## src/pkg/als_prox_pkg.sv

```systemverilog
package als_prox_pkg;

    // ==========================================================
    // Register map
    // ==========================================================
    localparam logic [7:0] ADDR_FUNCTION_ENABLE = 8'h80;
    localparam logic [7:0] ADDR_LIGHT_INTEGRATION_TIME = 8'h81;
    localparam logic [7:0] ADDR_PROX_SAMPLE_DURATION = 8'h82;
    localparam logic [7:0] ADDR_LIGHT_WAIT_TIME = 8'h83;

    // Reset values
    localparam logic [7:0] RST_FUNCTION_ENABLE = 8'h00;
    localparam logic [7:0] RST_LIGHT_INTEGRATION_TIME = 8'h00;
    localparam logic [7:0] RST_PROX_SAMPLE_DURATION = 8'h1F;
    localparam logic [7:0] RST_LIGHT_WAIT_TIME = 8'h00;

    // Enable register field positions
    localparam int BIT_POWER_ON = 0;
    localparam int BIT_LIGHT_MEAS_EN = 1;
    localparam int BIT_PROX_MEAS_EN = 2;
    localparam int BIT_LIGHT_WAIT_EN = 3;
    localparam int BIT_PROX_WAIT_EN = 4;

    // ==========================================================
    // Timing
    // ==========================================================
    localparam int CLK_MHZ = 50;
    // Light step is 2.78 ms, written in microseconds
    localparam int LIGHT_STEP_US = 2780;
    // Proximity sample step is 88 us
    localparam int PROX_STEP_US = 88;
    localparam int LIGHT_STEP_CYCLES = LIGHT_STEP_US * CLK_MHZ;
    localparam int PROX_STEP_CYCLES = PROX_STEP_US * CLK_MHZ;
    // Long-wait option stretches each wait increment by this factor
    localparam logic [3:0] LONG_WAIT_FACTOR = 4'hC;

    // ==========================================================
    // Measurement sequencer states, one-hot
    // ==========================================================
    typedef enum logic [4:0] {
        ST_IDLE      = 5'h01,
        ST_PROX      = 5'h02,
        ST_PROX_WAIT = 5'h04,
        ST_LIGHT_INT = 5'h08,
        ST_LIGHT_WAIT = 5'h10
    } seq_state_t;

endpackage

```

## src/verilog/step_divider.sv

```systemverilog
`timescale 1ns/1ns
`default_nettype none

// ==========================================================
// Step divider: one-cycle tick every PERIOD clocks
// ==========================================================
module step_divider #(
    parameter int PERIOD = 4400
) (
    input wire logic mclk,
    input wire logic reset,
    input wire logic run,
    input wire logic restart,
    output logic tick
);

    // Count kept at 32 bits so long periods fit
    logic [31:0] count_ff;

    // Restart realigns the phase so a new period starts cleanly
    always_ff @(posedge mclk or posedge reset)
    begin
        if (reset)
        begin
            count_ff <= 32'h0;
        end
        else if (restart || !run)
        begin
            count_ff <= 32'h0;
        end
        else if (count_ff == 32'(PERIOD - 1))
        begin
            count_ff <= 32'h0;
        end
        else
        begin
            count_ff <= count_ff + 32'h1;
        end
    end

    // Tick on the last count; kept under restart, which it may itself cause
    assign tick = run && (count_ff == 32'(PERIOD - 1));

endmodule

`default_nettype wire

```

## src/verilog/step_down_timer.sv

```systemverilog
`timescale 1ns/1ns
`default_nettype none

// ==========================================================
// Eight-bit down timer with zero as terminal count
// ==========================================================
module step_down_timer (
    input wire logic mclk,
    input wire logic reset,
    input wire logic load,
    input wire logic abort,
    input wire logic [7:0] value,
    input wire logic tick,
    output logic busy,
    output logic done
);

    // Remaining steps
    logic [7:0] count_ff;
    // Running flag
    logic busy_ff;

    // Load starts a run of value plus one steps
    always_ff @(posedge mclk or posedge reset)
    begin
        if (reset)
        begin
            count_ff <= 8'h00;
            busy_ff <= 1'b0;
        end
        else if (abort)
        begin
            busy_ff <= 1'b0;
        end
        else if (load)
        begin
            count_ff <= value;
            busy_ff <= 1'b1;
        end
        else if (busy_ff && tick)
        begin
            // Terminal count ends the run
            if (count_ff == 8'h00)
            begin
                busy_ff <= 1'b0;
            end
            else
            begin
                count_ff <= count_ff - 8'h01;
            end
        end
    end

    assign busy = busy_ff;
    assign done = busy_ff && tick && !abort && (count_ff == 8'h00);

endmodule

`default_nettype wire

```

## src/verilog/als_prox_enable_timing.sv

```systemverilog
`timescale 1ns/1ns
`default_nettype none

module als_prox_enable_timing #(
    // Clocks per 2.78 ms step; shorten for simulation
    parameter int LIGHT_STEP = als_prox_pkg::LIGHT_STEP_CYCLES,
    // Clocks per 88 us proximity step; shorten for simulation
    parameter int PROX_STEP = als_prox_pkg::PROX_STEP_CYCLES
) (
    input wire logic mclk,
    input wire logic reset,
    // Register port, one access per strobe
    input wire logic [7:0] reg_addr,
    input wire logic [7:0] reg_wdata,
    input wire logic reg_wr,
    input wire logic reg_rd,
    output logic [7:0] reg_rdata,
    // Plain configuration inputs kept outside the register map
    input wire logic long_wait_option,
    input wire logic [7:0] prox_wait_time,
    // Block state
    output logic osc_running,
    output logic prox_sampling,
    output logic prox_waiting,
    output logic light_integrating,
    output logic light_waiting,
    output logic light_cycle_done,
    output logic prox_sample_done
);

    // ==========================================================
    // Register file
    // ==========================================================
    logic [7:0] function_enable_ff; // Enable bits
    logic [7:0] light_integration_time_ff; // Integration steps minus one
    logic [7:0] prox_sample_duration_ff; // Sample steps minus one
    logic [7:0] light_wait_time_ff; // Wait steps minus one
    logic [7:0] reg_rdata_ff; // Read data holding register

    // Decoded enable bits
    logic power_on_bit;
    logic light_meas_enable;
    logic prox_meas_enable;
    logic light_wait_enable;
    logic prox_wait_enable;

    // Address decode used by both the write and the read path
    function automatic logic hit(input logic [7:0] addr, input logic [7:0] target);
        hit = (addr == target);
    endfunction

    // Host writes; reserved enable bits are stored as written
    always_ff @(posedge mclk or posedge reset)
    begin
        if (reset)
        begin
            function_enable_ff <= als_prox_pkg::RST_FUNCTION_ENABLE;
            light_integration_time_ff <= als_prox_pkg::RST_LIGHT_INTEGRATION_TIME;
            prox_sample_duration_ff <= als_prox_pkg::RST_PROX_SAMPLE_DURATION;
            light_wait_time_ff <= als_prox_pkg::RST_LIGHT_WAIT_TIME;
        end
        else if (reg_wr)
        begin
            // Enable register
            if (hit(reg_addr, als_prox_pkg::ADDR_FUNCTION_ENABLE))
            begin
                function_enable_ff <= reg_wdata;
            end
            // Integration time
            if (hit(reg_addr, als_prox_pkg::ADDR_LIGHT_INTEGRATION_TIME))
            begin
                light_integration_time_ff <= reg_wdata;
            end
            // Proximity sample duration
            if (hit(reg_addr, als_prox_pkg::ADDR_PROX_SAMPLE_DURATION))
            begin
                prox_sample_duration_ff <= reg_wdata;
            end
            // Light wait time
            if (hit(reg_addr, als_prox_pkg::ADDR_LIGHT_WAIT_TIME))
            begin
                light_wait_time_ff <= reg_wdata;
            end
        end
    end

    // Read data, one cycle after the strobe; unmapped reads give zero
    always_ff @(posedge mclk or posedge reset)
    begin
        if (reset)
        begin
            reg_rdata_ff <= 8'h00;
        end
        else if (reg_rd)
        begin
            if (hit(reg_addr, als_prox_pkg::ADDR_FUNCTION_ENABLE))
            begin
                reg_rdata_ff <= function_enable_ff;
            end
            else if (hit(reg_addr, als_prox_pkg::ADDR_LIGHT_INTEGRATION_TIME))
            begin
                reg_rdata_ff <= light_integration_time_ff;
            end
            else if (hit(reg_addr, als_prox_pkg::ADDR_PROX_SAMPLE_DURATION))
            begin
                reg_rdata_ff <= prox_sample_duration_ff;
            end
            else if (hit(reg_addr, als_prox_pkg::ADDR_LIGHT_WAIT_TIME))
            begin
                reg_rdata_ff <= light_wait_time_ff;
            end
            else
            begin
                reg_rdata_ff <= 8'h00;
            end
        end
    end

    assign power_on_bit = function_enable_ff[als_prox_pkg::BIT_POWER_ON];
    assign light_meas_enable = function_enable_ff[als_prox_pkg::BIT_LIGHT_MEAS_EN];
    assign prox_meas_enable = function_enable_ff[als_prox_pkg::BIT_PROX_MEAS_EN];
    assign light_wait_enable = function_enable_ff[als_prox_pkg::BIT_LIGHT_WAIT_EN];
    assign prox_wait_enable = function_enable_ff[als_prox_pkg::BIT_PROX_WAIT_EN];

    // ==========================================================
    // Time base
    // ==========================================================
    als_prox_pkg::seq_state_t state_ff; // Sequencer state
    als_prox_pkg::seq_state_t nxt_state; // Next sequencer state
    logic phase_start; // A timed phase begins this cycle
    logic light_tick; // 2.78 ms step
    logic prox_tick; // 88 us step
    logic [3:0] long_cnt_ff; // Sub-step counter for the long-wait option
    logic wait_tick; // Step seen by the shared wait timer

    // Oscillator steps only while powered; restart aligns each phase
    step_divider #(
        .PERIOD(LIGHT_STEP)
    ) u_light_div (
        .mclk(mclk),
        .reset(reset),
        .run(power_on_bit),
        .restart(phase_start),
        .tick(light_tick)
    );

    step_divider #(
        .PERIOD(PROX_STEP)
    ) u_prox_div (
        .mclk(mclk),
        .reset(reset),
        .run(power_on_bit),
        .restart(phase_start),
        .tick(prox_tick)
    );

    // Long option passes only every twelfth light step to the wait timer
    always_ff @(posedge mclk or posedge reset)
    begin
        if (reset)
        begin
            long_cnt_ff <= 4'h0;
        end
        else if (phase_start || !power_on_bit)
        begin
            long_cnt_ff <= 4'h0;
        end
        else if (light_tick)
        begin
            if (long_cnt_ff == als_prox_pkg::LONG_WAIT_FACTOR - 4'h1)
            begin
                long_cnt_ff <= 4'h0;
            end
            else
            begin
                long_cnt_ff <= long_cnt_ff + 4'h1;
            end
        end
    end

    assign wait_tick = light_tick &&
        (!long_wait_option || long_cnt_ff == als_prox_pkg::LONG_WAIT_FACTOR - 4'h1);

    // ==========================================================
    // Phase timers
    // ==========================================================
    logic stop_all; // Power removed: drop every timer
    logic prox_done; // Proximity sample over
    logic prox_wait_done; // Proximity wait over
    logic int_done; // Integration over
    logic light_wait_done; // Light wait over
    logic [7:0] wait_value; // Value loaded into the shared wait timer
    logic wait_done; // Shared wait timer done

    assign stop_all = !power_on_bit;

    // Proximity sample: (value + 1) steps of 88 us
    step_down_timer u_prox_timer (
        .mclk(mclk),
        .reset(reset),
        .load(phase_start && nxt_state == als_prox_pkg::ST_PROX),
        .abort(stop_all),
        .value(prox_sample_duration_ff),
        .tick(prox_tick),
        .busy(),
        .done(prox_done)
    );

    // Light integration: terminal count zero, value + 1 steps
    step_down_timer u_int_timer (
        .mclk(mclk),
        .reset(reset),
        .load(phase_start && nxt_state == als_prox_pkg::ST_LIGHT_INT),
        .abort(stop_all),
        .value(light_integration_time_ff),
        .tick(light_tick),
        .busy(),
        .done(int_done)
    );

    // Both waits share one timer since they never overlap
    assign wait_value = (nxt_state == als_prox_pkg::ST_LIGHT_WAIT) ?
        light_wait_time_ff : prox_wait_time;

    step_down_timer u_wait_timer (
        .mclk(mclk),
        .reset(reset),
        .load(phase_start && (nxt_state == als_prox_pkg::ST_LIGHT_WAIT ||
            nxt_state == als_prox_pkg::ST_PROX_WAIT)),
        .abort(stop_all),
        .value(wait_value),
        .tick(wait_tick),
        .busy(),
        .done(wait_done)
    );

    assign prox_wait_done = wait_done && state_ff == als_prox_pkg::ST_PROX_WAIT;
    assign light_wait_done = wait_done && state_ff == als_prox_pkg::ST_LIGHT_WAIT;

    // ==========================================================
    // Sequencer
    // ==========================================================
    // Picks the phase after proximity work: light if enabled, else loop
    function automatic als_prox_pkg::seq_state_t after_prox(
        input logic light_en, input logic prox_en);
        if (light_en)
        begin
            after_prox = als_prox_pkg::ST_LIGHT_INT;
        end
        else if (prox_en)
        begin
            after_prox = als_prox_pkg::ST_PROX;
        end
        else
        begin
            after_prox = als_prox_pkg::ST_IDLE;
        end
    endfunction

    // Picks the phase after light work: proximity if enabled, else loop
    function automatic als_prox_pkg::seq_state_t after_light(
        input logic light_en, input logic prox_en);
        if (prox_en)
        begin
            after_light = als_prox_pkg::ST_PROX;
        end
        else if (light_en)
        begin
            after_light = als_prox_pkg::ST_LIGHT_INT;
        end
        else
        begin
            after_light = als_prox_pkg::ST_IDLE;
        end
    endfunction

    // Next-state decode; a running phase completes before enables are seen
    always_comb
    begin
        nxt_state = state_ff;
        case (state_ff)
            als_prox_pkg::ST_IDLE:
            begin
                nxt_state = after_light(light_meas_enable, prox_meas_enable);
            end
            als_prox_pkg::ST_PROX:
            begin
                if (prox_done)
                begin
                    if (prox_wait_enable)
                    begin
                        nxt_state = als_prox_pkg::ST_PROX_WAIT;
                    end
                    else
                    begin
                        nxt_state = after_prox(light_meas_enable, prox_meas_enable);
                    end
                end
            end
            als_prox_pkg::ST_PROX_WAIT:
            begin
                if (prox_wait_done)
                begin
                    nxt_state = after_prox(light_meas_enable, prox_meas_enable);
                end
            end
            als_prox_pkg::ST_LIGHT_INT:
            begin
                if (int_done)
                begin
                    if (light_wait_enable)
                    begin
                        nxt_state = als_prox_pkg::ST_LIGHT_WAIT;
                    end
                    else
                    begin
                        nxt_state = after_light(light_meas_enable, prox_meas_enable);
                    end
                end
            end
            als_prox_pkg::ST_LIGHT_WAIT:
            begin
                if (light_wait_done)
                begin
                    nxt_state = after_light(light_meas_enable, prox_meas_enable);
                end
            end
            default:
            begin
                nxt_state = als_prox_pkg::ST_IDLE;
            end
        endcase
        // Power off overrides every enable
        if (!power_on_bit)
        begin
            nxt_state = als_prox_pkg::ST_IDLE;
        end
    end

    // A phase starts whenever the state moves into a timed state
    assign phase_start = power_on_bit && (nxt_state != state_ff ||
        prox_done || int_done || wait_done) && nxt_state != als_prox_pkg::ST_IDLE;

    always_ff @(posedge mclk or posedge reset)
    begin
        if (reset)
        begin
            state_ff <= als_prox_pkg::ST_IDLE;
        end
        else
        begin
            state_ff <= nxt_state;
        end
    end

    // ==========================================================
    // Registered outputs
    // ==========================================================
    logic osc_running_ff;
    logic prox_sampling_ff;
    logic prox_waiting_ff;
    logic light_integrating_ff;
    logic light_waiting_ff;
    logic light_cycle_done_ff;
    logic prox_sample_done_ff;

    // Status follows the next state so it lines up with state_ff
    always_ff @(posedge mclk or posedge reset)
    begin
        if (reset)
        begin
            osc_running_ff <= 1'b0;
            prox_sampling_ff <= 1'b0;
            prox_waiting_ff <= 1'b0;
            light_integrating_ff <= 1'b0;
            light_waiting_ff <= 1'b0;
            light_cycle_done_ff <= 1'b0;
            prox_sample_done_ff <= 1'b0;
        end
        else
        begin
            osc_running_ff <= power_on_bit;
            prox_sampling_ff <= nxt_state == als_prox_pkg::ST_PROX;
            prox_waiting_ff <= nxt_state == als_prox_pkg::ST_PROX_WAIT;
            light_integrating_ff <= nxt_state == als_prox_pkg::ST_LIGHT_INT;
            light_waiting_ff <= nxt_state == als_prox_pkg::ST_LIGHT_WAIT;
            // Integration result is ready when a step ends with the counter at zero
            light_cycle_done_ff <= int_done && power_on_bit;
            prox_sample_done_ff <= prox_done && power_on_bit;
        end
    end

    assign reg_rdata = reg_rdata_ff;
    assign osc_running = osc_running_ff;
    assign prox_sampling = prox_sampling_ff;
    assign prox_waiting = prox_waiting_ff;
    assign light_integrating = light_integrating_ff;
    assign light_waiting = light_waiting_ff;
    assign light_cycle_done = light_cycle_done_ff;
    assign prox_sample_done = prox_sample_done_ff;

endmodule

`default_nettype wire

```

## config.mk

```make
export PLATFORM = sky130hd
export DESIGN_NAME = als_prox_enable_timing
export DESIGN_NICKNAME = d
export VERILOG_FILES = /design/src/pkg/als_prox_pkg.sv /design/src/verilog/step_divider.sv /design/src/verilog/step_down_timer.sv /design/src/verilog/als_prox_enable_timing.sv
export SDC_FILE = /design/constraint.sdc
export NUM_CORES = 1
export LEC_CHECK = 0
export ABC_AREA = 1
export BUFFER_PORTS_ARGS = -buffer_cell sky130_fd_sc_hd__buf_2
export CELL_PAD_IN_SITES_DETAIL_PLACEMENT = 1
export CELL_PAD_IN_SITES_GLOBAL_PLACEMENT = 1
export CORE_ASPECT_RATIO = 0.8
export CORE_MARGIN = 2
export CORE_UTILIZATION = 49
export CTS_CLUSTER_SIZE = 30
export DETAILED_ROUTE_END_ITERATION = 16
export PLACE_DENSITY_LB_ADDON = 0.1
export SLEW_MARGIN = 0
export SYNTH_ARGS = -nofsm -noshare
export SYNTH_HDL_FRONTEND = slang
export SYNTH_HIERARCHICAL = 1
export SYNTH_SLANG_ARGS = --single-unit
```

## constraint.sdc

```tcl
create_clock -name mclk -period 9 [get_ports mclk]
set_input_delay 0.9 -clock mclk [delete_from_list [all_inputs] [get_ports mclk]]
set_output_delay 0.9 -clock mclk [all_outputs]
set_load 0.05 [all_outputs]
```

After elaboration in Yosys (flattened, before gate mapping)

Cells that the tools add are included.

Flip-flop bits (word level): 147
Input port bits: 29
Output and inout bits: 15
Logic and storage cells: 146

Add/subtract/negate cells: 6
Equality and inequality tests: 27
Mux-type cells: 45
Reductions and logical operators: 46

Operators with widths:

| operator                                               | count |
|---|---|
| two-way mux 32 bit                                     | 4 |
| two-way mux 8 bit                                      | 14 |
| adder 32 x 1 -> 32 bit (second input constant)         | 2 |
| equality test 32 x 13 -> 1 bit (second input constant) | 1 |
| equality test 32 x 18 -> 1 bit (second input constant) | 1 |
| equality test 8 bit (second input constant)            | 4 |
| two-way mux 5 bit                                      | 6 |
| two-way mux 4 bit                                      | 7 |
| case mux 5 bit (5 select lines)                        | 1 |
| logical NOT 8 bit                                      | 3 |
| subtractor 8 x 1 -> 8 bit (second input constant)      | 3 |
| logical AND 1 bit                                      | 21 |
| inequality test 3 x 1 -> 1 bit (second input constant) | 6 |
| AND reduction 2 bit                                    | 7 |
| two-way mux 1 bit                                      | 12 |
| equality test 5 x 2 -> 1 bit (second input constant)   | 2 |
| equality test 5 x 3 -> 1 bit (second input constant)   | 2 |
| equality test 5 x 4 -> 1 bit (second input constant)   | 2 |
| equality test 5 bit (second input constant)            | 2 |
| AND reduction 3 bit                                    | 3 |
| nonzero test 2 bit                                     | 4 |
| logical OR 1 bit                                       | 6 |
| inequality test 2 x 1 -> 1 bit (second input constant) | 3 |
| equality test 5 x 1 -> 1 bit (second input constant)   | 1 |
| 6 further kinds                                        | 7 |

Logic depth before layout (Yosys ltp)

Gate-level depths: netlist (run 1).

Depth in word-level cells: 19
Depth in mapped cells: 30
Depth with buffers taken out: 30

By module

Netlist (run 1), hierarchy kept.

Modules (own cells, without submodules):

| module                      | times used | cells an instance | area each (um2) | seq. area each (um2) |
|---|---|---|---|---|
| als_prox_enable_timing      | 1          | 355               | 2910.3          | 1408.9 |
| step_divider at u_prox_div  | 1          | 323               | 2084.5          | 800.8 |
| step_divider at u_light_div | 1          | 312               | 2065.7          | 800.8 |
| step_down_timer             | 3          | 104               | 676.9           | 225.2 |

Worst setup path after synthesis (run 1)

Ideal clock, no wire load.

Kind: flip-flop to flip-flop
Start: register u_light_div.count_ff[0]
End: register u_wait_timer.count_ff[3]
Library setup time: 117 ps
Arrival: 3609 ps
Data required time: 8883 ps
Path slack: 5274 ps
Cell stages (with the launch flop): 28
Buffers on the path: 2
Clock period less this slack: 3726 ps
Cell sequence: dfrtp_1 -> ha_1 -> nand2_2 -> nor2_1 -> nand3_1 -> nor2_1 -> nand2_1 -> nor2_1 -> inv_1 -> a21oi_1 -> inv_1 -> nor3_1 -> inv_1 -> nand4_1 -> o21ai_2 -> nand2_2 -> buf_6 -> nand2_4 -> nand3_2 -> nor2_2 -> nand3_2 -> nand2_4 -> a21oi_1 -> inv_2 -> buf_6 -> or2_1 -> nand3_1 -> nand2_1

Longest elaborated chain between the ends: 19
Elaborated cells between the ends (all ways): 32
Those cells by class: 6 x eq/ne; 7 x mux; 19 x reduce/logical

RTL lines:

| item                                                                                  | RTL line                                                     | text |
|---|---|---|
| start, declared                                                                       | step_divider.sv:18                                           | `logic [31:0] count_ff;` |
| start signal, assigned                                                                | step_divider.sv:37                                           | `count_ff <= count_ff + 32'h1;` |
| equality test 32 x 18 -> 1 bit (*)                                                    | step_divider.sv:42                                           | `assign tick = run && (count_ff == 32'(PERIOD - 1));` |
| logical AND 1 bit (*)                                                                 | step_divider.sv:42                                           |  |
| named net light_tick                                                                  | als_prox_enable_timing.sv:131                                | `logic light_tick;` |
| logical AND 1 bit (*)                                                                 | als_prox_enable_timing.sv:181                                | `assign wait_tick = light_tick &&` |
| named net wait_tick                                                                   | als_prox_enable_timing.sv:134                                | `logic wait_tick;` |
| logical AND 1 bit (*) (3 in a row)                                                    | step_down_timer.sv:55                                        | `assign done = busy_ff && tick && !abort && (count_ff == 8'h00);` |
| named net wait_done                                                                   | als_prox_enable_timing.sv:193                                | `logic wait_done;` |
| logical AND 1 bit, on equally long branches                                           | als_prox_enable_timing.sv:238, als_prox_enable_timing.sv:237 |  |
| (+3 left out)                                                                         | -                                                            |  |
| inequality test 5 bit                                                                 | als_prox_enable_timing.sv:341                                | `assign phase_start = power_on_bit && (nxt_state != state_ff \|\|` |
| logical OR 1 bit                                                                      | als_prox_enable_timing.sv:341                                |  |
| logical OR 1 bit (2 in a row)                                                         | als_prox_enable_timing.sv:342                                | `prox_done \|\| int_done \|\| wait_done) && nxt_state != als_prox_pkg::ST_IDLE;` |
| logical AND 1 bit                                                                     | als_prox_enable_timing.sv:341                                |  |
| logical AND 1 bit                                                                     | als_prox_enable_timing.sv:342                                |  |
| logical AND 1 bit                                                                     | als_prox_enable_timing.sv:228                                | `.load(phase_start && (nxt_state == als_prox_pkg::ST_LIGHT_WAIT \|\|` |
| inequality test 2 x 1 -> 1 bit (no line) / nonzero test 2 bit (equally long branches) | -                                                            |  |
| AND reduction 3 bit (no line)                                                         | -                                                            |  |
| end signal, assigned                                                                  | step_down_timer.sv:37                                        | `count_ff <= value;` |
| end signal, assigned                                                                  | step_down_timer.sv:49                                        | `count_ff <= count_ff - 8'h01;` |
| end, declared                                                                         | step_down_timer.sv:19                                        | `logic [7:0] count_ff;` |

The timed path passes the listed nets; every way through them passes the cells marked *.
A chain may end at the register's enable or synchronous reset.

Worst setup path in the final report (run 1)

Start: register u_light_div.count_ff[0]
End: register u_prox_div.count_ff[6]

Longest elaborated chain between the ends: 18
Elaborated cells between the ends (all ways): 25
Those cells by class: 3 x eq/ne; 6 x mux; 16 x reduce/logical

RTL lines:

| item                                        | RTL line                                                     | text |
|---|---|---|
| equality test 32 x 18 -> 1 bit (*)          | step_divider.sv:42                                           |  |
| logical AND 1 bit (*)                       | step_divider.sv:42                                           |  |
| named net light_tick                        | als_prox_enable_timing.sv:131                                |  |
| logical AND 1 bit (*)                       | als_prox_enable_timing.sv:181                                |  |
| named net wait_tick                         | als_prox_enable_timing.sv:134                                |  |
| logical AND 1 bit (*) (3 in a row)          | step_down_timer.sv:55                                        |  |
| named net wait_done                         | als_prox_enable_timing.sv:193                                |  |
| logical AND 1 bit, on equally long branches | als_prox_enable_timing.sv:238, als_prox_enable_timing.sv:237 |  |
| (+3 left out)                               | -                                                            |  |
| named net nxt_state[4]                      | als_prox_enable_timing.sv:129                                | `als_prox_pkg::seq_state_t nxt_state;` |
| inequality test 5 bit                       | als_prox_enable_timing.sv:341                                |  |
| logical OR 1 bit                            | als_prox_enable_timing.sv:341                                |  |
| logical OR 1 bit (2 in a row)               | als_prox_enable_timing.sv:342                                |  |
| logical AND 1 bit                           | als_prox_enable_timing.sv:341                                |  |
| logical AND 1 bit (*)                       | als_prox_enable_timing.sv:342                                |  |
| named net phase_start                       | als_prox_enable_timing.sv:130                                | `logic phase_start;` |
| logical OR 1 bit (*)                        | step_divider.sv:27                                           | `else if (restart \|\| !run)` |
| two-way mux 32 bit (*)                      | step_divider.sv:27                                           |  |
| end signal, assigned                        | step_divider.sv:37                                           |  |
| end, declared                               | step_divider.sv:18                                           |  |

Marked as above.

==> impl_metrics.csv, run 1 <==
group,metric,value,unit
status,status,"finished clean",
setup_path,worst-r2r-setup-slack,3.36,ns
power,power.combinational.fraction,0.039,
floorplanning,dieArea,0.0197,mm²
clocking,clkTransAtPathRegs,0.06,ns
global_route,global_route.usage.met3,0.0406,
job,drv.max_cap_violation_count,0,
setup_path,worst-endpoint-arrival,5.96,ns
power,seq_power_share,0.455,
timing,worst_clock_skew,0.0136,ns
clocking,root_buf_cell,"sky130_fd_sc_hd__clkbuf_16",
synth,dominantRegCellSynth,"sky130_fd_sc_hd__dfrtp_1",
synth,yosys.cell_count.top_type,"sky130_fd_sc_hd__nand2_1",
global_route,groute.layer.met1.usage,0.401,
place,detailed_place_hpwl,20000,µm
route,drc,0,
power,cellPowerDensity,148,mW/mm²
timing,layout_worst_path_cycle_share,0.627,
global_route,vias_in_the_first_global_route,8744,
place,dp_cells,1561,
min_path,whs_path_depth,1,
timing,timing.slew.headroom,0.366,
global_route,wire_length_of_the_first_global_routing_pass,44800,µm
floorplanning,starting_utilization_of_the_core_area,0.500,
clocking,postCtsResizedCells,0,
global_route,initial_antenna_violation_count,0,
synth,synth.cell_area,0.00909,mm²
route,route.antenna.remaining_nets,0,
global_route,met2_usage,0.471,
global_route,grt_most_used_layer,"met2",
clocking,worstSkewPairLatency,0.44,ns
floorplanning,floorplan.die.height,126,µm
synth,post-synth-top-area-cell,"sky130_fd_sc_hd__dfrtp_1",
power,swShare,0.243,
finish,nFillCells,2403,
min_path,worstHoldPathType,"register to register",
power,ir_worst_vdd,0.0000988,V
route,wl_per_cell,16.8,µm
clocking,cts.path.max_buffers,2,
setup_path,worst-endpoint-required,9.32,ns
synth,seq_area_frac_synth,0.405,
power,cellLeakagePower,4.69,nW
synth,post_synth_inst_count,1302,
setup_path,regToRegStartpoint,"u_light_div/count_ff[0]$_DFF_PP0_",
finish,finalCoreUtilization,0.557,
setup_path,timing.setup.critical_path_class,"register to register",
synth,netlist-cell-type-count,40,
min_path,hold-path-endpoint,"u_light_div/count_ff[0]$_DFF_PP0_",
timing,clock.fmax,177,MHz
clocking,hold_buffers,0,
setup_path,timing.rr.end,"u_prox_div/count_ff[6]$_DFF_PP0_",
synth,asyncSetResetFlopFracSynth,1.00,
synth,synth.top_cell.area_share,0.388,
synth,synth-edff-count,0,
clocking,post_cts_buffers,0,
timing,fin_crit,5.64,ns
route,routed_wl,26700,µm
min_path,hp-start,"u_light_div/count_ff[0]$_DFF_PP0_",
finish,instances_no_fill,1593,
setup_path,crit_path_start_kind,"register",
timing,final-hold-violation-count,0,
clocking,cts_made_buffers,17,
synth,netlist_top_cells_count,"sky130_fd_sc_hd__nand2_1, sky130_fd_sc_hd__nor2_1, sky130_fd_sc_hd__inv_1",
finish,drive_above_1_share,0.134,
power,pwr-share-clk,0.507,
synth,synth_nets,1340,
synth,synth-warning-count,6,
setup_path,cp_max_fo,25,
global_route,grtUsageTotal,0.287,
route,detail_route.iter0.violations,435,
floorplanning,die_w,156,µm
synth,yosys-top-cells-area,"sky130_fd_sc_hd__dfrtp_1, sky130_fd_sc_hd__nand2_1, sky130_fd_sc_hd__nor2_1",
timing,worst-slew-pin-transition,0.947,ns
clocking,clock_tree.htree_level_count,4,
global_route,grt_remaining_overflow,0,
timing,unrepaired_setup_endpoints_after_global_routing,"no",
timing,setup-violations-final,0,
timing,timing.final.max_slew_violations,0,
place,buffer_ports.inserted,43,
synth,ffs_latches_synth,147,
finish,syn_to_final_growth,11.3,%
place,gp_congestion,0.898,
floorplanning,floorplan.rows,44,
global_route,grt_max_degree,57,
synth,avgSynthCellArea,6.98,µm²
floorplanning,core,0.0182,mm²
finish,ant_diodes,0,
clocking,clock_tree_from_tritoncts,"yes",
setup_path,critical_path.endpoint_type,"register",
route,post_drt_via_cell_ratio,5.25,
power,p_int,1.13,mW
route,detail_route.first_pass.iterations,5,
clocking,cts_sinks,147,
route,total_via_count_after_detailed_routing,8360,
floorplanning,design.portCount,44,
power,switchingPower,0.364,mW
timing,setup_tns,0,ns
setup_path,worst_r2r_path_depth,25,
finish,finish.net_count,1388,
[cell families after synthesis]
| group | Yosys count | share of synthesized area |
|---|---|---|
| buffers and inverters | 195 | 0.0860 |
| DFF | 147 | 0.405 |
| AOI/OAI and AO/OA | 101 | 0.0618 |
| adders and majority gates | 9 | 0.0124 |
| xor gates and xnor gates | 32 | 0.0308 |
| and+or+nand+nor | 811 | 0.396 |
| muxes | 7 | 0.00784 |
[critical path, cell delays in order (launching register included)]
cell	delay [ns]
sky130_fd_sc_hd__dfrtp_1	0.39
sky130_fd_sc_hd__ha_1	0.28
sky130_fd_sc_hd__nand2_2	0.11
sky130_fd_sc_hd__nor2_1	0.11
sky130_fd_sc_hd__nand3_1	0.07
sky130_fd_sc_hd__nor2_1	0.14
sky130_fd_sc_hd__nand2_1	0.12
sky130_fd_sc_hd__nor2_1	0.37
sky130_fd_sc_hd__inv_1	0.21
sky130_fd_sc_hd__a21oi_1	0.27
sky130_fd_sc_hd__inv_1	0.10
sky130_fd_sc_hd__nor3_1	0.58
sky130_fd_sc_hd__inv_1	0.17
sky130_fd_sc_hd__nand4_1	0.15
sky130_fd_sc_hd__o21ai_2	0.07
sky130_fd_sc_hd__nand2_2	0.29
sky130_fd_sc_hd__inv_1	0.11
sky130_fd_sc_hd__nand2_1	0.09
sky130_fd_sc_hd__nand3_2	0.09
sky130_fd_sc_hd__nor2_2	0.13
sky130_fd_sc_hd__nand3_2	0.10
sky130_fd_sc_hd__nand2_4	0.11
sky130_fd_sc_hd__inv_1	0.08
sky130_fd_sc_hd__nor2_1	0.22
sky130_fd_sc_hd__clkinv_1	0.74
sky130_fd_sc_hd__nor3_1	0.42
[layout make-up]
type                    count  area [µm²]  area share
flip-flops and latches    147        3690       0.364
well taps                 230         288      0.0284
clock buffers              18         439      0.0434
inverters                 178         668      0.0660
clock inverters            14         178      0.0176
repair buffers             46         238      0.0235
multi-input cells         960        4620       0.457
[through the flow]
stage / power [mW] / worst slack, ns / hold WS [ns] / area [µm²]
global placement: 0.749 / 3.64 / 0.454 / 9500
global route: 1.55 / 2.83 / 0.510 / 10100
finish: 1.50 / 3.36 / 0.491 / 10100
CTS: 1.51 / 3.37 / 0.491 / 10100
floorplan: 0.725 / 5.27 / 0.426 / 9090
detailed placement: 0.751 / 3.45 / 0.462 / 9500
[routing by layer]
layer	vias up	part of all wire
met2	149	0.47
met1	4069	0.48
met5	-	0
li1	4109	-
met3	33	0.032
met4	0	0.016
[power groups by stage]
stage               Clock [mW]  Sequential [mW]  Combinational (mW)
floorplan                    0            0.691              0.0340
global placement             0            0.692              0.0569
detailed placement           0            0.692              0.0585
CTS                      0.770            0.680              0.0594
global route             0.800            0.681              0.0658
finish                   0.758            0.680              0.0582
[state kept, by name, summed over array words and instances, names as in the netlist, 4 cells and up]
signal / count
long_cnt_ff: 4
u_int_timer/count_ff: 8
function_enable_ff: 8
u_light_div/count_ff: 32
prox_sample_duration_ff: 8
u_prox_div/count_ff: 32
reg_rdata: 8
u_prox_timer/count_ff: 8
light_wait_time_ff: 8
state_ff: 5
light_integration_time_ff: 8
u_wait_timer/count_ff: 8
[cells in the final DEF, fill, tap and decap left out, types with 7 or more instances in the layout]
cell type,n
sky130_fd_sc_hd__ha_1,9
sky130_fd_sc_hd__nand2_1,389
sky130_fd_sc_hd__nor2_4,17
sky130_fd_sc_hd__o21ai_1,9
sky130_fd_sc_hd__buf_2,43
sky130_fd_sc_hd__o21ai_0,59
sky130_fd_sc_hd__dfrtp_1,141
sky130_fd_sc_hd__o22ai_1,8
sky130_fd_sc_hd__clkbuf_16,17
sky130_fd_sc_hd__a21oi_1,12
sky130_fd_sc_hd__nor3_1,11
sky130_fd_sc_hd__or2_1,8
sky130_fd_sc_hd__xnor2_1,7
sky130_fd_sc_hd__nor2_1,233
sky130_fd_sc_hd__nand4_1,8
sky130_fd_sc_hd__xor2_1,25
sky130_fd_sc_hd__inv_2,7
sky130_fd_sc_hd__nand3_1,76
sky130_fd_sc_hd__nand2_4,9
sky130_fd_sc_hd__nand2_2,27
sky130_fd_sc_hd__nor2_2,20
sky130_fd_sc_hd__inv_1,169
[worst max-delay path by stage]
stage	startpoint	to	slack, ns	cells past startpoint
2_1_floorplan	u_light_div/count_ff[0]$_DFF_PP0_	u_wait_timer/count_ff[3]$_DFFE_PP0P_	5.27	27
3_3_place_gp	u_light_div/count_ff[0]$_DFF_PP0_	u_prox_div/count_ff[6]$_DFF_PP0_	3.64	25
3_5_place_dp	u_light_div/count_ff[0]$_DFF_PP0_	u_prox_div/count_ff[6]$_DFF_PP0_	3.45	25
4_1_cts	u_light_div/count_ff[0]$_DFF_PP0_	u_prox_div/count_ff[6]$_DFF_PP0_	3.37	25
5_1_grt	u_light_div/count_ff[0]$_DFF_PP0_	u_prox_div/count_ff[6]$_DFF_PP0_	2.83	25
6_report	u_light_div/count_ff[0]$_DFF_PP0_	u_prox_div/count_ff[6]$_DFF_PP0_	3.36	25
(Power assumes the default switching activity.)
==> run 2, diff against run 1 <==
--- a/config.mk
+++ b/config.mk
@@ -11,7 +11,7 @@
 export CELL_PAD_IN_SITES_GLOBAL_PLACEMENT = 1
 export CORE_ASPECT_RATIO = 0.8
 export CORE_MARGIN = 2
-export CORE_UTILIZATION = 49
+export CORE_UTILIZATION = 41
 export CTS_CLUSTER_SIZE = 30
 export DETAILED_ROUTE_END_ITERATION = 16
 export PLACE_DENSITY_LB_ADDON = 0.1
==> constraint.sdc (replaced) <==
create_clock -name mclk -period 4.8 [get_ports mclk]
set_input_delay 0.48 -clock mclk [delete_from_list [all_inputs] [get_ports mclk]]
set_output_delay 0.48 -clock mclk [all_outputs]
set_load 0.05 [all_outputs]
==> run 2 against run 1 <==
Effect of this change: clock-buffer cell count fell by 1; first-iteration DRC count shrank 12%; via count is 1.1% lower; total power up 78%; cell area grew 1.1%; non-clock buffer count rose by 10; clock skew decreased by 0.0049 ns; clock power rose by 69%; routed wire length grew 1.1%; flip-flop and latch count stayed put; die area grew 19%; worst setup slack got worse by 2.8 ns; largest power group unchanged; highest routed layer unchanged.
==> impl_metrics.csv, run 2 (synthesis results as in run 1) <==
group,metric,value,unit
setup_path,worst-endpoint-arrival,4.60,ns
power,p_int,1.96,mW
setup_path,worst_r2r_path_depth,30,
floorplanning,core,0.0217,mm²
clocking,cts_made_buffers,17,
clocking,worstSkewPairLatency,0.44,ns
timing,timing.final.max_slew_violations,0,
setup_path,crit_family,"simple AND/OR/NAND/NOR gates",
power,swShare,0.265,
timing,fin_crit,4.27,ns
finish,instances_no_fill,1673,
timing,final-hold-violation-count,0,
timing,setup-violations-final,0,
global_route,grt_max_degree,55,
finish,drive_above_1_share,0.141,
clocking,clock_tree_from_tritoncts,"yes",
route,routed_wl,27000,µm
setup_path,timing.setup.critical_path_class,"register to register",
clocking,clock_tree.htree_level_count,4,
floorplanning,floorplan.rows,48,
route,detail_route.iter0.violations,384,
status,status,"finished clean",
floorplanning,floorplan.die.height,137,µm
global_route,wire_length_of_the_first_global_routing_pass,44700,µm
finish,ant_diodes,0,
floorplanning,die_w,170,µm
setup_path,critical_path.n_buffers_inverters,7,
job,drv.max_cap_violation_count,0,
route,detail_route.first_pass.iterations,4,
timing,timing.slew.headroom,0.404,
route,total_via_count_after_detailed_routing,8270,
clocking,post_cts_buffers,0,
timing,setup_tns,0,ns
floorplanning,starting_utilization_of_the_core_area,0.419,
setup_path,critical_path.endpoint_type,"register",
route,route.antenna.remaining_nets,0,
setup_path,worst-endpoint-required,5.13,ns
clocking,cts.path.max_buffers,2,
global_route,vias_in_the_first_global_route,8520,
global_route,grtUsageTotal,0.247,
timing,worst_clock_skew,0.00875,ns
timing,layout_worst_path_cycle_share,0.890,
clocking,cts_sinks,147,
timing,hold-worst-slack,0.302,ns
timing,unrepaired_setup_endpoints_after_global_routing,"no",
setup_path,cp_max_fo,20,
min_path,worstHoldPathType,"primary input to register",
place,gp_congestion,0.855,
setup_path,critical_path_depth,30,
finish,most_common_library_cell_in_the_layout_ignoring_fill_and_taps,"sky130_fd_sc_hd__nand2_1",
place,detailed_place_hpwl,20600,µm
route,drc,0,
min_path,whs_path_depth,3,
place,dp_cells,1640,
power,ir_worst_vdd,0.000268,V
power,cellLeakagePower,4.71,nW
route,post_drt_via_cell_ratio,4.94,
setup_path,cpMaxStageDelayCell,"sky130_fd_sc_hd__dfrtp_1",
power,pwr-share-clk,0.480,
power,cellPowerDensity,261,mW/mm²
setup_path,largest_incremental_delay_on_the_critical_path,0.38,ns
floorplanning,dieArea,0.0234,mm²
route,wl_per_cell,16.1,µm
clocking,root_buf_cell,"sky130_fd_sc_hd__clkbuf_16",
clocking,clkTransAtPathRegs,0.06,ns
global_route,initial_antenna_violation_count,0,
power,seq_power_share,0.478,
finish,nFillCells,2847,
setup_path,crit_path_start_kind,"register",
floorplanning,design.portCount,44,
setup_path,crit_path_frequent_cell,"sky130_fd_sc_hd__nor2_1",
finish,finish.net_count,1398,
power,switchingPower,0.708,mW
place,buffer_ports.inserted,43,
timing,worst-slew-pin-transition,0.891,ns
finish,final_cell_mix,"sky130_fd_sc_hd__nand2_1, sky130_fd_sc_hd__nor2_1, sky130_fd_sc_hd__inv_1",
timing,clock.fmax,234,MHz
finish,syn_to_final_growth,12.5,%
global_route,grt_remaining_overflow,0,
finish,largest_registers,"u_light_div/count_ff: 32 flops, u_prox_div/count_ff: 32 flops",
power,power.combinational.fraction,0.042,
## run 2: timing repair
| action | in CTS | in global routing |
|---|---|---|
| hold buffers | 1 | 0 |
| hold endpoints to repair | 2 | 0 |
| gates resized for setup | 0 | 3 |
| endpoints found under the setup margin | 0 | 87 |
## run 2: power groups by stage
stage               Combinational [mW]  Sequential, mW  Clock (mW)
finish                           0.113            1.27        1.28
global route                     0.129            1.28        1.37
floorplan                       0.0638            1.30           0
detailed placement               0.115            1.30           0
CTS                              0.116            1.27        1.31
global placement                 0.112            1.30           0
## run 2: per-layer routing
layer / wire (µm) / track usage / up-vias
met5: 0 / 0 / -
li1: - / - / 4124
met4: 318 / 0.0575 / 0
met1: 13400 / 0.352 / 4011
met3: 883 / 0.0396 / 21
met2: 12400 / 0.396 / 114
## run 2: area by class of cell
class	instances	area [µm²]	share of cell area
Inverter	178	668	0.0653
Tap cell	300	375	0.0367
Sequential cell	147	3690	0.360
Multi-Input combinational cell	960	4640	0.453
Clock buffer	17	425	0.0416
Timing Repair Buffer	56	315	0.0308
Clock inverter	15	123	0.0120
## run 2: worst paths after layout
kind	startpoint	to	slack, ns
setup / recovery	u_light_div/count_ff[0]$_DFF_PP0_	u_prox_timer/count_ff[7]$_DFFE_PP0P_	0.53
hold / removal	reg_wdata[1]	prox_sample_duration_ff[1]$_DFFE_PP1P_	0.30
setup reg to reg	u_light_div/count_ff[0]$_DFF_PP0_	u_prox_timer/count_ff[7]$_DFFE_PP0P_	0.53
hold reg to reg	function_enable_ff[0]$_DFFE_PP0P_	osc_running$_DFF_PP0_	0.47
max in group asynchronous	reset	reg_rdata[0]$_DFFE_PP0P_	3.38
min in group asynchronous	reset	reg_rdata[7]$_DFFE_PP0P_	0.51
## run 2: worst reg2reg max path, delay by kind of cell (launching register included)
kind,cells,cell delay [ns]
buffers and inverters,7,0.95
DFF,1,0.38
and+or+nand+nor,20,2.31
AOI/OAI and AO/OA,2,0.27
adders and majority gates,1,0.27
## run 2: metrics by stage
stage	cell area (µm²)	total power [mW]	setup slack [ns]	utilization
floorplan	9090	1.36	1.07	-
global placement	9660	1.41	0.572	0.445
detailed placement	9660	1.41	0.293	0.445
CTS	10200	2.70	0.245	0.471
global route	10200	2.78	0.0143	0.472
finish	10200	2.67	0.528	0.472
==> run 3, diff against run 2 <==
--- a/config.mk
+++ b/config.mk
@@ -14,6 +14,7 @@
 export CORE_UTILIZATION = 41
 export CTS_CLUSTER_SIZE = 30
 export DETAILED_ROUTE_END_ITERATION = 16
+export GPL_TIMING_DRIVEN = 0
 export PLACE_DENSITY_LB_ADDON = 0.1
 export SLEW_MARGIN = 0
 export SYNTH_ARGS = -nofsm -noshare
==> constraint.sdc (replaced) <==
create_clock -name mclk -period 3.4 [get_ports mclk]
set_input_delay 0.34 -clock mclk [delete_from_list [all_inputs] [get_ports mclk]]
set_output_delay 0.34 -clock mclk [all_outputs]
set_load 0.05 [all_outputs]
==> run 3 against run 2 <==
Effect of this change: via count increased by 6.0%; routed wire length increased by 9.4%; non-clock buffer count increased by 64; first-iteration DRC count fell by 0.78%; register-to-register slack worse by 0.80 ns; cell area rose by 14%; clock power is 54% higher; the run now ends with setup timing left; sequential share of layout area is 4.3 points lower.
==> impl_metrics.csv, run 3 (synthesis results as in run 1) <==
group,metric,value,unit
status,status,"finished, violations left",
status,violations_in_the_final_reports,"setup timing",
clocking,clkTransAtPathRegs,0.07,ns
finish,finalCoreUtilization,0.536,
global_route,initial_antenna_violation_count,0,
route,route.antenna.remaining_nets,0,
finish,nFillCells,2710,
timing,worst-slew-pin-transition,0.840,ns
min_path,hold-path-endpoint,"prox_sample_duration_ff[2]$_DFFE_PP1P_",
global_route,grt_max_degree,37,
floorplanning,floorplan.rows,48,
finish,final_cell_mix,"sky130_fd_sc_hd__nand2_1, sky130_fd_sc_hd__nor2_1, sky130_fd_sc_hd__inv_1",
setup_path,worst-endpoint-required,3.77,ns
setup_path,startpoint,"u_light_div/count_ff[0]$_DFF_PP0_",
finish,drive_above_1_share,0.253,
setup_path,crit_path_start_kind,"register",
setup_path,critical_path.endpoint_type,"register",
route,wl_per_cell,17.0,µm
timing,final-hold-violation-count,0,
finish,largest_registers,"u_light_div/count_ff: 32 flops, u_prox_div/count_ff: 32 flops",
finish,ant_diodes,0,
floorplanning,design.portCount,44,
floorplanning,die_w,170,µm
global_route,grtUsageTotal,0.255,
timing,clock.fmax,272,MHz
route,post_drt_via_cell_ratio,5.04,
global_route,vias_in_the_first_global_route,8973,
timing,setup-violations-final,89,
setup_path,worst_r2r_path_depth,27,
timing,layout_worst_path_cycle_share,1.08,
setup_path,worst-endpoint-arrival,4.05,ns
global_route,wire_length_of_the_first_global_routing_pass,46200,µm
power,cellPowerDensity,343,mW/mm²
floorplanning,starting_utilization_of_the_core_area,0.419,
setup_path,timing.setup.critical_path_class,"register to register",
route,detail_route.iter0.violations,381,
timing,fin_crit,3.67,ns
setup_path,regToRegStartpoint,"u_light_div/count_ff[0]$_DFF_PP0_",
floorplanning,dieArea,0.0234,mm²
setup_path,largest_incremental_delay_on_the_critical_path,0.40,ns
finish,syn_to_final_growth,27.8,%
global_route,grt_remaining_overflow,0,
floorplanning,core,0.0217,mm²
clocking,worstSkewPairLatency,0.44,ns
clocking,clock_tree_from_tritoncts,"yes",
power,cellLeakagePower,5.30,nW
setup_path,worst-r2r-setup-slack,-0.27,ns
route,drc,0,
timing,timing.final.max_slew_violations,0,
job,drv.max_cap_violation_count,0,
place,buffer_ports.inserted,42,
timing,hold-worst-slack,0.150,ns
timing,unrepaired_setup_endpoints_after_global_routing,"yes",
finish,most_common_library_cell_in_the_layout_ignoring_fill_and_taps,"sky130_fd_sc_hd__nand2_1",
power,total_power,3.98,mW
min_path,worstHoldPathType,"primary input to register",
clocking,cts.path.max_buffers,2,
min_path,whs_path_depth,3,
place,gp_congestion,0.853,
timing,timing.slew.headroom,0.440,
power,ir_worst_vdd,0.000349,V
setup_path,cpMaxStageDelayCell,"sky130_fd_sc_hd__dfrtp_1",
clocking,cts_sinks,147,
timing,pnr_worst_setup_slack,-0.272,ns
clocking,cts_made_buffers,17,
route,total_via_count_after_detailed_routing,8770,
finish,instances_no_fill,1740,
finish,finish.net_count,1465,
place,detailed_place_hpwl,20400,µm
place,dp_cells,1645,
floorplanning,floorplan.die.height,137,µm
route,routed_wl,29500,µm
setup_path,crit_path_frequent_cell,"sky130_fd_sc_hd__nand2_2",
min_path,hp-start,"reg_wdata[2]",
clocking,root_buf_cell,"sky130_fd_sc_hd__clkbuf_16",
route,detail_route.first_pass.iterations,5,
timing,worst_clock_skew,0.0104,ns
setup_path,cp_max_fo,8,
clocking,clock_tree.htree_level_count,4,
setup_path,timing.rr.end,"u_prox_div/count_ff[27]$_DFF_PP0_",
==> run 3: cell types whose count changed in the layout (fill, tap and decap cells not counted), sizes merged <==
cell / delta
buf: +55
clkinv: +6
nand2: +3
inv: -3
bufinv: +2
clkbuf: +9
clkinvlp: -5
==> run 3: how the worst max path moves through the flow <==
stage	to	depth (start not counted)
2_1_floorplan	u_wait_timer/count_ff[3]$_DFFE_PP0P_	27
3_3_place_gp	u_prox_div/count_ff[22]$_DFF_PP0_	26
3_5_place_dp	u_prox_div/count_ff[16]$_DFF_PP0_	26
4_1_cts	u_prox_timer/count_ff[3]$_DFFE_PP0P_	27
5_1_grt	u_prox_div/count_ff[27]$_DFF_PP0_	25
6_report	u_prox_div/count_ff[27]$_DFF_PP0_	27
==> run 3: power by group <==
group	switching [mW]	internal (mW)	leakage, nW
Sequential	0.0229	1.78	1.92
Clock	0.865	1.10	0.294
Combinational	0.145	0.0716	3.08
==> run 3: critical path, delay by kind of cell, from the launching register on <==
family          cells  cell delay (ns)
simple gates       18             1.96
fa+ha+maj           1             0.18
buf+inv             6             0.72
flops               1             0.40
compound gates      2             0.32
==> run 3: per-layer routing <==
metal,track usage,wire (µm),up-vias
met5,0,0,-
met4,0.0722,526,0
met3,0.0445,969,33
met2,0.420,14100,144
met1,0.347,14000,4313
li1,-,-,4280
==> run 3: final cells by class <==
type / count / area, µm² / share of cell area
Multi-Input combinational cell: 963 / 5270 / 0.454
Inverter: 178 / 691 / 0.0594
Clock inverter: 15 / 173 / 0.0149
Sequential cell: 147 / 3690 / 0.318
Timing Repair Buffer: 103 / 826 / 0.0711
Buffer: 17 / 169 / 0.0145
Clock buffer: 17 / 425 / 0.0366
Tap cell: 300 / 375 / 0.0323
==> run 3: metrics by stage <==
stage               cell area [µm²]  setup WS, ns  TNS, ns
floorplan                      9110        0.0125        0
global placement               9700         -1.58  -122.71
detailed placement             9720         -1.65  -129.84
CTS                           11000        -0.213   -11.80
global route                  11600        -0.454   -31.09
finish                        11600        -0.272   -14.47
==> run 3: repair_timing <==
action | CTS | global route
endpoints found under the setup margin | 100 | 95
buffers inserted | 41 | 15
endpoints found under the hold margin | 27 | 0
gates cloned | 5 | 6
resized for setup | 92 | 126
pin swaps | 32 | 30
hold buffers | 1 | 0
